--- src/rtl/mcmot_pkg.sv ---
/*
  Constants, types and the duration table of the mains clocked motion on-timer.
  Assumes a 50 MHz system clock and a mains zero-cross input that toggles
  once per mains half-cycle.
*/
// Notes on behaviour
// - Window comparator leaving its band is the request that starts the on-timer.
// - Requests shorter than five mains half-cycles (50 ms, 41.6 ms) are ignored.
// - After the on-period, retrigger is held off 500 ms (50 Hz) or 600 ms (60 Hz).
// - A second counter, started as the on-timer ends, makes the dead time.
// - On-time is chosen from seven levels given by the duration-select code.
// - Qualification, on and dead timers advance on mains half-cycles only, so durations follow mains.
// - Each triac pulse comes a short fixed delay after a detected zero crossing.
// - The triac gate output is pulsed throughout the on-period.
// - A separate relay output is active for the whole on-period.
// - Daylight from the photoresistor comparator blocks sensor triggers.
// - Leaving reset (power-up) starts the on-timer without any sensor request.
// - Codes map to zero, 4.48 s to 327 s at 50 Hz, or continuous on.
// - On-time is counted in half-cycles, within half a mains cycle.
package mcmot_pkg;

  ////////////////////////////////////////////////////////////////////////////
  // Clock and triac firing timing
  localparam int CLK_PERIOD_NS   = 20;
  localparam int FIRE_DELAY_NS   = 50000;
  localparam int FIRE_WIDTH_NS   = 20000;
  localparam int FIRE_DELAY_CYC  = (FIRE_DELAY_NS + CLK_PERIOD_NS - 1) / CLK_PERIOD_NS;
  localparam int FIRE_WIDTH_CYC  = (FIRE_WIDTH_NS + CLK_PERIOD_NS - 1) / CLK_PERIOD_NS;
  localparam int FIRE_CNT_W      = 13;
  localparam logic [1:0] BOOT_WAIT = 2'h2;

  ////////////////////////////////////////////////////////////////////////////
  // Mains half-cycle based times
  localparam int HALF_US_50HZ       = 10000;
  localparam int HALF_US_60HZ       = 8333;
  localparam int QUAL_TIME_US_50HZ  = 50000;
  localparam int DEAD_TIME_MS_50HZ  = 500;
  localparam int DEAD_TIME_MS_60HZ  = 600;
  localparam int QUAL_CNT_W         = 3;
  localparam int DEAD_CNT_W         = 7;
  localparam int ON_CNT_W           = 16;
  localparam logic [QUAL_CNT_W-1:0] QUAL_HALF =
    QUAL_CNT_W'(QUAL_TIME_US_50HZ / HALF_US_50HZ);
  localparam logic [DEAD_CNT_W-1:0] DEAD_HALF_50 =
    DEAD_CNT_W'(DEAD_TIME_MS_50HZ * 1000 / HALF_US_50HZ);
  localparam logic [DEAD_CNT_W-1:0] DEAD_HALF_60 =
    DEAD_CNT_W'(DEAD_TIME_MS_60HZ * 1000 / HALF_US_60HZ);

  ////////////////////////////////////////////////////////////////////////////
  // On-time levels in milliseconds at 50 Hz and as half-cycle counts
  localparam int ON_TIME_MS_L1 = 4480;
  localparam int ON_TIME_MS_L2 = 40000;
  localparam int ON_TIME_MS_L3 = 81000;
  localparam int ON_TIME_MS_L4 = 163000;
  localparam int ON_TIME_MS_L5 = 327000;
  localparam logic [ON_CNT_W-1:0] ON_HALF_L1 = ON_CNT_W'(ON_TIME_MS_L1 * 1000 / HALF_US_50HZ);
  localparam logic [ON_CNT_W-1:0] ON_HALF_L2 = ON_CNT_W'(ON_TIME_MS_L2 * 1000 / HALF_US_50HZ);
  localparam logic [ON_CNT_W-1:0] ON_HALF_L3 = ON_CNT_W'(ON_TIME_MS_L3 * 1000 / HALF_US_50HZ);
  localparam logic [ON_CNT_W-1:0] ON_HALF_L4 = ON_CNT_W'(ON_TIME_MS_L4 * 1000 / HALF_US_50HZ);
  localparam logic [ON_CNT_W-1:0] ON_HALF_L5 = ON_CNT_W'(ON_TIME_MS_L5 * 1000 / HALF_US_50HZ);

  // Duration codes
  localparam logic [2:0] DSEL_ZERO = 3'h0;
  localparam logic [2:0] DSEL_CONT = 3'h6;

  ////////////////////////////////////////////////////////////////////////////
  // Types
  typedef enum logic [1:0] {
    MCM_IDLE = 2'b00,
    MCM_QUAL = 2'b01,
    MCM_ON   = 2'b11,
    MCM_DEAD = 2'b10
  } mcmot_state_t;

  typedef enum logic [1:0] {
    MCM_FIRE_OFF   = 2'b00,
    MCM_FIRE_WAIT  = 2'b01,
    MCM_FIRE_PULSE = 2'b11
  } mcmot_fire_t;

  typedef struct packed {
    logic       mains_60hz;
    logic       zero_cross;
    logic       motion;
    logic       daylight;
    logic [2:0] dsel;
  } mcmot_pins_t;

  localparam int PINS_W = $bits(mcmot_pins_t);

  // Half-cycle count of a duration code
  function automatic logic [ON_CNT_W-1:0] mcmot_on_len(input logic [2:0] code);
    logic [ON_CNT_W-1:0] len;
    len = '0;
    case (code)
      3'h1:    len = ON_HALF_L1;
      3'h2:    len = ON_HALF_L2;
      3'h3:    len = ON_HALF_L3;
      3'h4:    len = ON_HALF_L4;
      3'h5:    len = ON_HALF_L5;
      default: len = '0;
    endcase
    return len;
  endfunction : mcmot_on_len

endpackage : mcmot_pkg

--- src/rtl/mcmot_timer.sv ---
/*
  Digital core of a two-wire motion switch: trigger qualification, on-timer,
  dead time, zero-cross synchronised triac firing and relay drive.
  Assumes all inputs but clk_in, nrst_in and clk_en_in are asynchronous pins and the duration code comes
  already digitised from the analog converter.
*/
`timescale 1ns/10ps
module mcmot_timer #(
  parameter int FIRE_DELAY = mcmot_pkg::FIRE_DELAY_CYC,
  parameter int FIRE_WIDTH = mcmot_pkg::FIRE_WIDTH_CYC
) (
  input  wire logic       clk_in,
  input  wire logic       nrst_in,
  input  wire logic       clk_en_in,
  input  wire logic       mains_zero_cross_in,
  input  wire logic       mains_60hz_in,
  input  wire logic       motion_window_in,
  input  wire logic       daylight_sense_in,
  input  wire logic [2:0] duration_select_in,
  output logic            triac_gate_out,
  output logic            relay_out,
  output logic            on_period_out,
  output logic            holdoff_out
);
  import mcmot_pkg::*;

  localparam logic [FIRE_CNT_W-1:0] FIRE_DELAY_LAST = FIRE_CNT_W'(FIRE_DELAY - 1);
  localparam logic [FIRE_CNT_W-1:0] FIRE_WIDTH_LAST = FIRE_CNT_W'(FIRE_WIDTH - 1);

  ////////////////////////////////////////////////////////////////////////////
  // Input synchronisers
  logic [PINS_W-1:0] pin_raw;
  logic [PINS_W-1:0] pin_meta;
  logic [PINS_W-1:0] pin_sync;
  mcmot_pins_t       pins;

  assign pin_raw = {mains_60hz_in, mains_zero_cross_in, motion_window_in,
                    daylight_sense_in, duration_select_in};

  genvar gi;
  generate
    for (gi = 0; gi < PINS_W; gi++) begin : g_sync
      always_ff @(posedge clk_in or negedge nrst_in) begin
        if (!nrst_in) begin
          pin_meta[gi] <= 1'b0;
          pin_sync[gi] <= 1'b0;
        end else if (clk_en_in) begin
          pin_meta[gi] <= pin_raw[gi];
          pin_sync[gi] <= pin_meta[gi];
        end
      end
    end
  endgenerate

  assign pins = mcmot_pins_t'(pin_sync);

  ////////////////////////////////////////////////////////////////////////////
  // Half-cycle tick from zero-cross edges
  logic zc_prev;
  logic next_zc_prev;
  logic half_tick;

  assign half_tick = pins.zero_cross ^ zc_prev;

  always_comb begin
    next_zc_prev = pins.zero_cross;
  end

  always_ff @(posedge clk_in or negedge nrst_in) begin
    if (!nrst_in) begin
      zc_prev <= 1'b0;
    end else if (clk_en_in) begin
      zc_prev <= next_zc_prev;
    end
  end

  ////////////////////////////////////////////////////////////////////////////
  // Trigger qualification filter
  logic                  req_ok;
  logic                  trig;
  logic [QUAL_CNT_W-1:0] qual_cnt;
  logic [QUAL_CNT_W-1:0] next_qual_cnt;
  mcmot_state_t          state;
  mcmot_state_t          next_state;

  assign req_ok = pins.motion && !pins.daylight && (state != MCM_DEAD);
  assign trig   = req_ok && half_tick && (qual_cnt == QUAL_HALF - 3'h1);

  always_comb begin
    next_qual_cnt = qual_cnt;
    if (!req_ok) begin
      next_qual_cnt = '0;
    end else if (half_tick && (qual_cnt != QUAL_HALF)) begin
      next_qual_cnt = qual_cnt + 3'h1;
    end
  end

  always_ff @(posedge clk_in or negedge nrst_in) begin
    if (!nrst_in) begin
      qual_cnt <= '0;
    end else if (clk_en_in) begin
      qual_cnt <= next_qual_cnt;
    end
  end

  ////////////////////////////////////////////////////////////////////////////
  // Power-up start once the synchronisers hold pin values
  logic       boot;
  logic       next_boot;
  logic [1:0] boot_cnt;
  logic [1:0] next_boot_cnt;
  logic       boot_go;

  assign boot_go = boot && (boot_cnt == BOOT_WAIT);

  always_comb begin
    next_boot     = boot;
    next_boot_cnt = boot_cnt;
    if (boot_cnt != BOOT_WAIT) begin
      next_boot_cnt = boot_cnt + 2'h1;
    end
    if (boot_go) begin
      next_boot = 1'b0;
    end
  end

  always_ff @(posedge clk_in or negedge nrst_in) begin
    if (!nrst_in) begin
      boot     <= 1'b1;
      boot_cnt <= '0;
    end else if (clk_en_in) begin
      boot     <= next_boot;
      boot_cnt <= next_boot_cnt;
    end
  end

  ////////////////////////////////////////////////////////////////////////////
  // On-timer and dead-time state machine
  logic                  start;
  logic                  cont;
  logic                  next_cont;
  logic [ON_CNT_W-1:0]   on_cnt;
  logic [ON_CNT_W-1:0]   next_on_cnt;
  logic [ON_CNT_W-1:0]   on_len;
  logic [ON_CNT_W-1:0]   next_on_len;
  logic [DEAD_CNT_W-1:0] dead_cnt;
  logic [DEAD_CNT_W-1:0] next_dead_cnt;
  logic [DEAD_CNT_W-1:0] dead_len;

  assign dead_len = pins.mains_60hz ? DEAD_HALF_60 : DEAD_HALF_50;

  always_comb begin
    next_state    = state;
    next_cont     = cont;
    next_on_cnt   = on_cnt;
    next_on_len   = on_len;
    next_dead_cnt = dead_cnt;
    start         = 1'b0;
    case (state)
      MCM_IDLE: begin
        if (boot_go) begin
          start = 1'b1;
        end else if (req_ok && !boot) begin
          next_state = MCM_QUAL;
        end
      end
      MCM_QUAL: begin
        if (!req_ok) begin
          next_state = MCM_IDLE;
        end else if (trig) begin
          start = 1'b1;
        end
      end
      MCM_ON: begin
        if (trig) begin
          start = 1'b1;
        end else if (half_tick && !cont) begin
          if (on_cnt == on_len - 16'h0001) begin
            next_state    = MCM_DEAD;
            next_dead_cnt = '0;
          end else begin
            next_on_cnt = on_cnt + 16'h0001;
          end
        end
      end
      MCM_DEAD: begin
        if (half_tick) begin
          if (dead_cnt == dead_len - 7'h01) begin
            next_state = MCM_IDLE;
          end else begin
            next_dead_cnt = dead_cnt + 7'h01;
          end
        end
      end
      default: begin
        next_state = MCM_IDLE;
      end
    endcase
    if (start) begin
      next_on_cnt = '0;
      next_on_len = mcmot_on_len(pins.dsel);
      next_cont   = (pins.dsel >= DSEL_CONT);
      if (pins.dsel == DSEL_ZERO) begin
        next_state    = MCM_DEAD;
        next_dead_cnt = '0;
      end else begin
        next_state = MCM_ON;
      end
    end
  end

  always_ff @(posedge clk_in or negedge nrst_in) begin
    if (!nrst_in) begin
      state    <= MCM_IDLE;
      cont     <= 1'b0;
      on_cnt   <= '0;
      on_len   <= '0;
      dead_cnt <= '0;
    end else if (clk_en_in) begin
      state    <= next_state;
      cont     <= next_cont;
      on_cnt   <= next_on_cnt;
      on_len   <= next_on_len;
      dead_cnt <= next_dead_cnt;
    end
  end

  ////////////////////////////////////////////////////////////////////////////
  // Zero-cross synchronised triac firing
  mcmot_fire_t           fire;
  mcmot_fire_t           next_fire;
  logic [FIRE_CNT_W-1:0] fire_cnt;
  logic [FIRE_CNT_W-1:0] next_fire_cnt;

  always_comb begin
    next_fire     = fire;
    next_fire_cnt = fire_cnt;
    case (fire)
      MCM_FIRE_OFF: begin
        if ((state == MCM_ON) && half_tick) begin
          next_fire     = MCM_FIRE_WAIT;
          next_fire_cnt = '0;
        end
      end
      MCM_FIRE_WAIT: begin
        if (fire_cnt == FIRE_DELAY_LAST) begin
          next_fire     = MCM_FIRE_PULSE;
          next_fire_cnt = '0;
        end else begin
          next_fire_cnt = fire_cnt + 13'h0001;
        end
      end
      MCM_FIRE_PULSE: begin
        if (fire_cnt == FIRE_WIDTH_LAST) begin
          next_fire     = MCM_FIRE_OFF;
          next_fire_cnt = '0;
        end else begin
          next_fire_cnt = fire_cnt + 13'h0001;
        end
      end
      default: begin
        next_fire     = MCM_FIRE_OFF;
        next_fire_cnt = '0;
      end
    endcase
  end

  always_ff @(posedge clk_in or negedge nrst_in) begin
    if (!nrst_in) begin
      fire     <= MCM_FIRE_OFF;
      fire_cnt <= '0;
    end else if (clk_en_in) begin
      fire     <= next_fire;
      fire_cnt <= next_fire_cnt;
    end
  end

  ////////////////////////////////////////////////////////////////////////////
  // Registered outputs
  logic next_gate;
  logic next_relay;
  logic next_hold;

  always_comb begin
    next_gate  = (next_fire == MCM_FIRE_PULSE);
    next_relay = (next_state == MCM_ON);
    next_hold  = (next_state == MCM_DEAD);
  end

  always_ff @(posedge clk_in or negedge nrst_in) begin
    if (!nrst_in) begin
      triac_gate_out <= 1'b0;
      relay_out      <= 1'b0;
      on_period_out  <= 1'b0;
      holdoff_out    <= 1'b0;
    end else if (clk_en_in) begin
      triac_gate_out <= next_gate;
      relay_out      <= next_relay;
      on_period_out  <= next_relay;
      holdoff_out    <= next_hold;
    end
  end

endmodule : mcmot_timer

--- config.mk ---
export PLATFORM = sky130hd
export DESIGN_NAME = mcmot_timer
export DESIGN_NICKNAME = d
export VERILOG_FILES = /design/src/rtl/mcmot_pkg.sv /design/src/rtl/mcmot_timer.sv
export SDC_FILE = /design/constraint.sdc
export NUM_CORES = 1
export LEC_CHECK = 0
export BUFFER_PORTS_ARGS = -buffer_cell sky130_fd_sc_hd__buf_2
export CAP_MARGIN = 40
export CORE_MARGIN = 2
export CORE_UTILIZATION = 67
export CTS_CLUSTER_DIAMETER = 60
export DETAILED_ROUTE_END_ITERATION = 10
export PLACE_DENSITY = 0.85
export SYNTH_ARGS = -nofsm -noshare
export SYNTH_HDL_FRONTEND = slang
export SYNTH_SLANG_ARGS = --single-unit
--- constraint.sdc ---
create_clock -name clk_in -period 4.2 [get_ports clk_in]
set_input_delay 0.42 -clock clk_in [delete_from_list [all_inputs] [get_ports clk_in]]
set_output_delay 0.42 -clock clk_in [all_outputs]
set_load 0.05 [all_outputs]
After elaboration in Yosys (flattened, before gate mapping)
Cells that the tools add are included.

Register bits: 81. Input port bits: 10. Logic and storage cells: 126.

$add $sub $neg: 7. $lt $le $gt $ge: 1. Equality and inequality tests: 26. Muxes and demuxes: 40. Bitwise logic cells: 1. Reduce and logical (&&, ||, !) cells: 23.

Operators by type and width (number): 16-bit 2-to-1 mux (5); 15-bit case mux with 5 select lines (1); 7-bit 2-to-1 mux (8); 13-bit 2-to-1 mux (3); 13-bit case mux with 3 select lines (1); 2-bit 2-to-1 mux (12); 16-bit by 1-bit adder with 16-bit output (second input constant) (1); 16-bit equality test (1); 16-bit by 1-bit subtractor with 16-bit output (second input constant) (1); 2-bit equality test (second input constant) (7); 7-bit case mux with 2 select lines (1); 13-bit by 1-bit adder with 13-bit output (second input constant) (1); 13-bit by 10-bit equality test with 1-bit output (second input constant) (1); 13-bit by 12-bit equality test with 1-bit output (second input constant) (1); 2-bit AND reduction (5); 3-bit equality test (second input constant) (3); 1-bit logical AND (9); 2-bit inequality test (second input constant) (4); 2-bit case mux with 4 select lines (1); 7-bit by 1-bit adder with 7-bit output (second input constant) (1); 7-bit equality test (1); 7-bit by 1-bit subtractor with 7-bit output (second input constant) (1); 3-bit by 2-bit equality test with 1-bit output (second input constant) (2); 3-bit 2-to-1 mux (2); 16 further kinds (25).

Depth between registers and ports, before layout
Depth after elaboration: 10. Mapped depth: 10. Depth with buffers taken out: 9.

Worst setup path after synthesis
Ideal clock, no wire load.

Path type: reg2reg. Start: register on_len[12]. End: register on_cnt[12]. Library setup time: 0.125 ns. Data arrival time: 2.538 ns. Required time: 4.075 ns. Setup slack: 1.537 ns. Cell stages (with the launch flop): 9. Path buffers: 1. Clock period less this slack: 2.663 ns. Cells stage by stage: dfrtp_1 -> or3_4 -> or3_1 -> a311oi_1 -> or4b_1 -> buf_6 -> o2111ai_4 -> nor2_2 -> mux2_4.

Longest elaborated chain between the ends: 4.

Ends and longest elaborated chain: from (decl) (line mcmot_timer.sv:144) `logic [ON_CNT_W-1:0] on_len;`; from (signal assigned) (line mcmot_timer.sv:223) `on_len <= next_on_len;`; 16-bit by 1-bit subtractor with 16-bit output (line mcmot_timer.sv:178) `if (on_cnt == on_len - 16'h0001) begin`; 16-bit equality test (line mcmot_timer.sv:178); 2-bit inequality test (no line); 5-bit AND reduction (no line); to (signal assigned) (line mcmot_timer.sv:222) `on_cnt <= next_on_cnt;`; to (decl) (line mcmot_timer.sv:142) `logic [ON_CNT_W-1:0] on_cnt;`.

No other way between the ends. A chain may end at the register's enable or synchronous reset.

Worst setup path after layout
Start: register on_len[4]. End: register on_cnt[12].

The elaborated chain is that of the path after synthesis.

==> run_results.csv <==
group,metric,value,unit
outcome,status,"completed",
yosys,ys_ff_latch,71,
yosys,synthMuxAreaShare,0.0437,
yosys,synthAdderAreaFrac,0.0301,
yosys,synth.distinct_cells,64,
route,wl_per_cell,17.1,µm
min_path,holdPathEnd,"pin_meta[5]",
run,cap_violations,0,
floorplanning,die_w,82.7,µm
floorplanning,core,5960,µm²
timing,setup_viol,0,
route,drt-total-wl,9380,µm
yosys,ys.warnings.count,0,
route,drc_errors,0,
yosys,synth_compound_area_frac,0.175,
power_and_ir_drop,swShare,0.295,
yosys,netlist_instances,459,
power_and_ir_drop,p_int,1.31,mW
timing,rsz0062_at_grt,"false",
finish,syn_to_final_growth,8.74,%
worst_setup_path,arrival,3.28,ns
yosys,ys_async_sr_fraction,1.00,
timing,fin_worst_skew,0.0100,ns
global_route,grt_max_degree,47,
power_and_ir_drop,p_per_area,410,nW/µm²
timing,final.min_clock_period,3.04,ns
finish,final_util,0.758,
global_route,grt_use_total,0.308,
timing,tns,0,ns
timing,drv_slew,0,
timing,fin_crit_sh,0.723,
clock_network,postCtsSetupBuffers,0,
floorplanning,rows,28,
finish,drive_gt1_frac,0.139,
yosys,synth_top_family_by_area,"simple AND/OR/NAND/NOR gates",
power_and_ir_drop,p_leak,1.94,nW
power_and_ir_drop,p_clk_frac,0.375,
worst_setup_path,r2r_slack,1.16,ns
min_path,hold_class,"in2reg",
worst_setup_path,endpoint_kind,"flip-flop",
power_and_ir_drop,pwr-share-seq,0.453,
clock_network,clock_latency,0.35,ns
yosys,syn_area_per_cell,9.04,µm²
worst_setup_path,path_buf_inv,0,
min_path,hold_start,"mains_zero_cross_in",
worst_setup_path,cp_max_fo,11,
yosys,syn-num-nets,479,
global_route,grt_pass1_vias,3499,
route,drt_iter0_markers,210,
timing,hold_viol,0,
floorplanning,io_pins,14,
min_path,hold_depth,2,
placement,portBuffers,13,
floorplanning,die_h,82.7,µm
worst_setup_path,cp_slowest_cell,"or4b_1",
power_and_ir_drop,switchingPower,0.545,mW
worst_setup_path,crit_type,"reg2reg",
worst_setup_path,required,4.44,ns
worst_setup_path,start_kind,"flip-flop",
clock_network,clockBufferDepth,2,
worst_setup_path,cp_cell_sequence,"or3_4, or3_1, a311oi_1, or4b_1, o2111ai_4, nor2_2, mux2_4",
floorplanning,initial_core_util,0.697,
yosys,ys_seq_area_frac,0.428,
clock_network,numCtsBuffers,9,
clock_network,clkTransAtPathRegs,0.08,ns
yosys,synthSimpleGateAreaFrac,0.232,
yosys,synth_xor_area_frac,0.0422,
placement,dp_slack,1.28,ns
worst_setup_path,r2r_end,"on_cnt[12]",
worst_setup_path,r2r_cells,7,
floorplanning,dieArea,6840,µm²
placement,hpwlAfterDp,6450,µm
power_and_ir_drop,power_frac_comb,0.172,
yosys,synth-edff-count,0,
finish,n_antenna_cell,0,
global_route,grt_overflow,0,
clock_network,cts_root_buffer,"clkbuf_8",
power_and_ir_drop,power,1.85,mW
clock_network,cts_tree,"done",
finish,fin_cells,550,
timing,fmaxAchievable,0.329,GHz
route,vias,3543,
power_and_ir_drop,vdd_drop_max,0.306,mV
timing,setup_ws,1.16,ns
yosys,syn-cell-area,4150,µm²
placement,dp_cells,533,
clock_network,cts_max_level,3,
route,detail-route-antenna-nets,0,
global_route,grt_first_pass_wirelength,16000,µm
worst_setup_path,r2r-start,"on_len[4]",
worst_setup_path,cp_top_family,"simple AND/OR/NAND/NOR gates",
global_route,antenna_found_initial,0,
yosys,ys.flop_type,"dfrtp_1",
route,drtPass1Iterations,5,
finish,fin_nets,490,
placement,gp_congestion,0.926,
route,viasPerCell,6.44,
timing,max-slew-margin-rel,0.526,
timing,tightest_slew,0.711,ns
worst_setup_path,cp_slowest_stage_delay,0.66,ns
clock_network,cts.sinks,71,
## state kept, by name (all words and copies together) (netlist names), 3 cells and up
register,flops
on_cnt,16
fire_cnt,13
dead_cnt,7
pin_meta,7
on_len,6
pin_sync,6
qual_cnt,3
## placed cells by master, fill, tap and decap left out, types with 4 or more instances in the layout
master,n
dfrtp_1,70
nand2_1,49
o21ai_0,46
nor2_1,30
inv_1,28
nand3_1,21
a21oi_1,18
nor3_1,16
mux2_2,13
buf_2,13
xor2_1,12
clkbuf_8,11
ha_1,10
nand4_1,9
or3_1,9
nand2b_1,8
xnor2_1,8
a31oi_1,8
and3_1,6
nor4_1,5
and2_1,5
o211ai_1,5
o31ai_1,5
o221ai_1,4
o22ai_1,4
## how the worst max path moves through the flow
stage,cells past startpoint,from,end
after floorplan,8,on_len[12],on_cnt[12]
after global routing,9,on_len[12],on_cnt[12]
after global placement,7,on_len[4],on_cnt[12]
after detailed placement,7,on_len[4],on_cnt[12]
final,7,on_len[4],on_cnt[12]
after CTS,7,on_len[4],on_cnt[12]
## layer usage
metal,wire [µm],track usage,vias up
met5,0,0,-
met4,228,0.148,0
met3,510,0.0533,22
met2,4590,0.498,128
met1,4050,0.405,1710
li1,-,-,1683
## through the flow
step | cell area (µm²) | hold WS (ns)
after floorplan | 4150 | 0.124
after global placement | 4230 | 0.461
after detailed placement | 4250 | 0.355
after CTS | 4510 | 0.293
after global routing | 4510 | 0.302
final | 4510 | 0.297
## cell families after synthesis
kind of cell / count (synthesis)
buf+inv: 45
flops: 71
xor+xnor: 20
simple gates: 185
mux: 16
compound gates: 112
fa+ha+maj: 10
## cell usage after synthesis (all sizes together) (2+ instances only)
cell	n	share of area
o311ai	2	0.0042
nand4	9	0.014
nor3	16	0.019
or4	2	0.0036
nand2	49	0.044
nor4	5	0.0075
and2b	2	0.0042
nand4b	2	0.0042
ha	10	0.030
o211ai	5	0.0090
o311a	2	0.0054
a21oi	18	0.022
clkbuf	12	0.013
o21a	3	0.0054
nand3	21	0.025
buf	5	0.0099
and3	8	0.013
o221ai	4	0.0084
nor4b	3	0.0063
mux2i	2	0.0048
o21ai	47	0.059
a21boi	2	0.0036
nor2b	2	0.0030
o31ai	5	0.0090
dfrtp	70	0.42
or4b	2	0.0048
o41ai	2	0.0042
nand2b	8	0.012
xor2	12	0.025
nor2	31	0.029
or2	4	0.0060
inv	28	0.025
xnor2	8	0.017
a31oi	8	0.012
o22ai	4	0.0060
mux2	14	0.039
or3	12	0.020
and2	5	0.0075
## timing repair
item,in CTS,in global routing
resized for setup,0,0
hold buffers,1,0
endpoints found under the hold margin,14,0
## power groups by stage
stage,Sequential (mW),Combinational (mW),Clock (mW)
finish,0.838,0.318,0.695
detailed placement,0.847,0.313,0
global route,0.851,0.360,0.722
global placement,0.844,0.299,0
CTS,0.836,0.317,0.700
floorplan,0.836,0.232,0
## area by class of cell
cell class / count / area [µm²]
fillers: 419 / 1440
inverters: 28 / 105
well taps: 75 / 93.8
clock buffers: 11 / 151
repair buffers: 17 / 110
clock inverters: 5 / 104
flip-flops and latches: 71 / 1780
multi-input cells: 343 / 2170
Note: power is estimated with default switching activity, not from simulation.
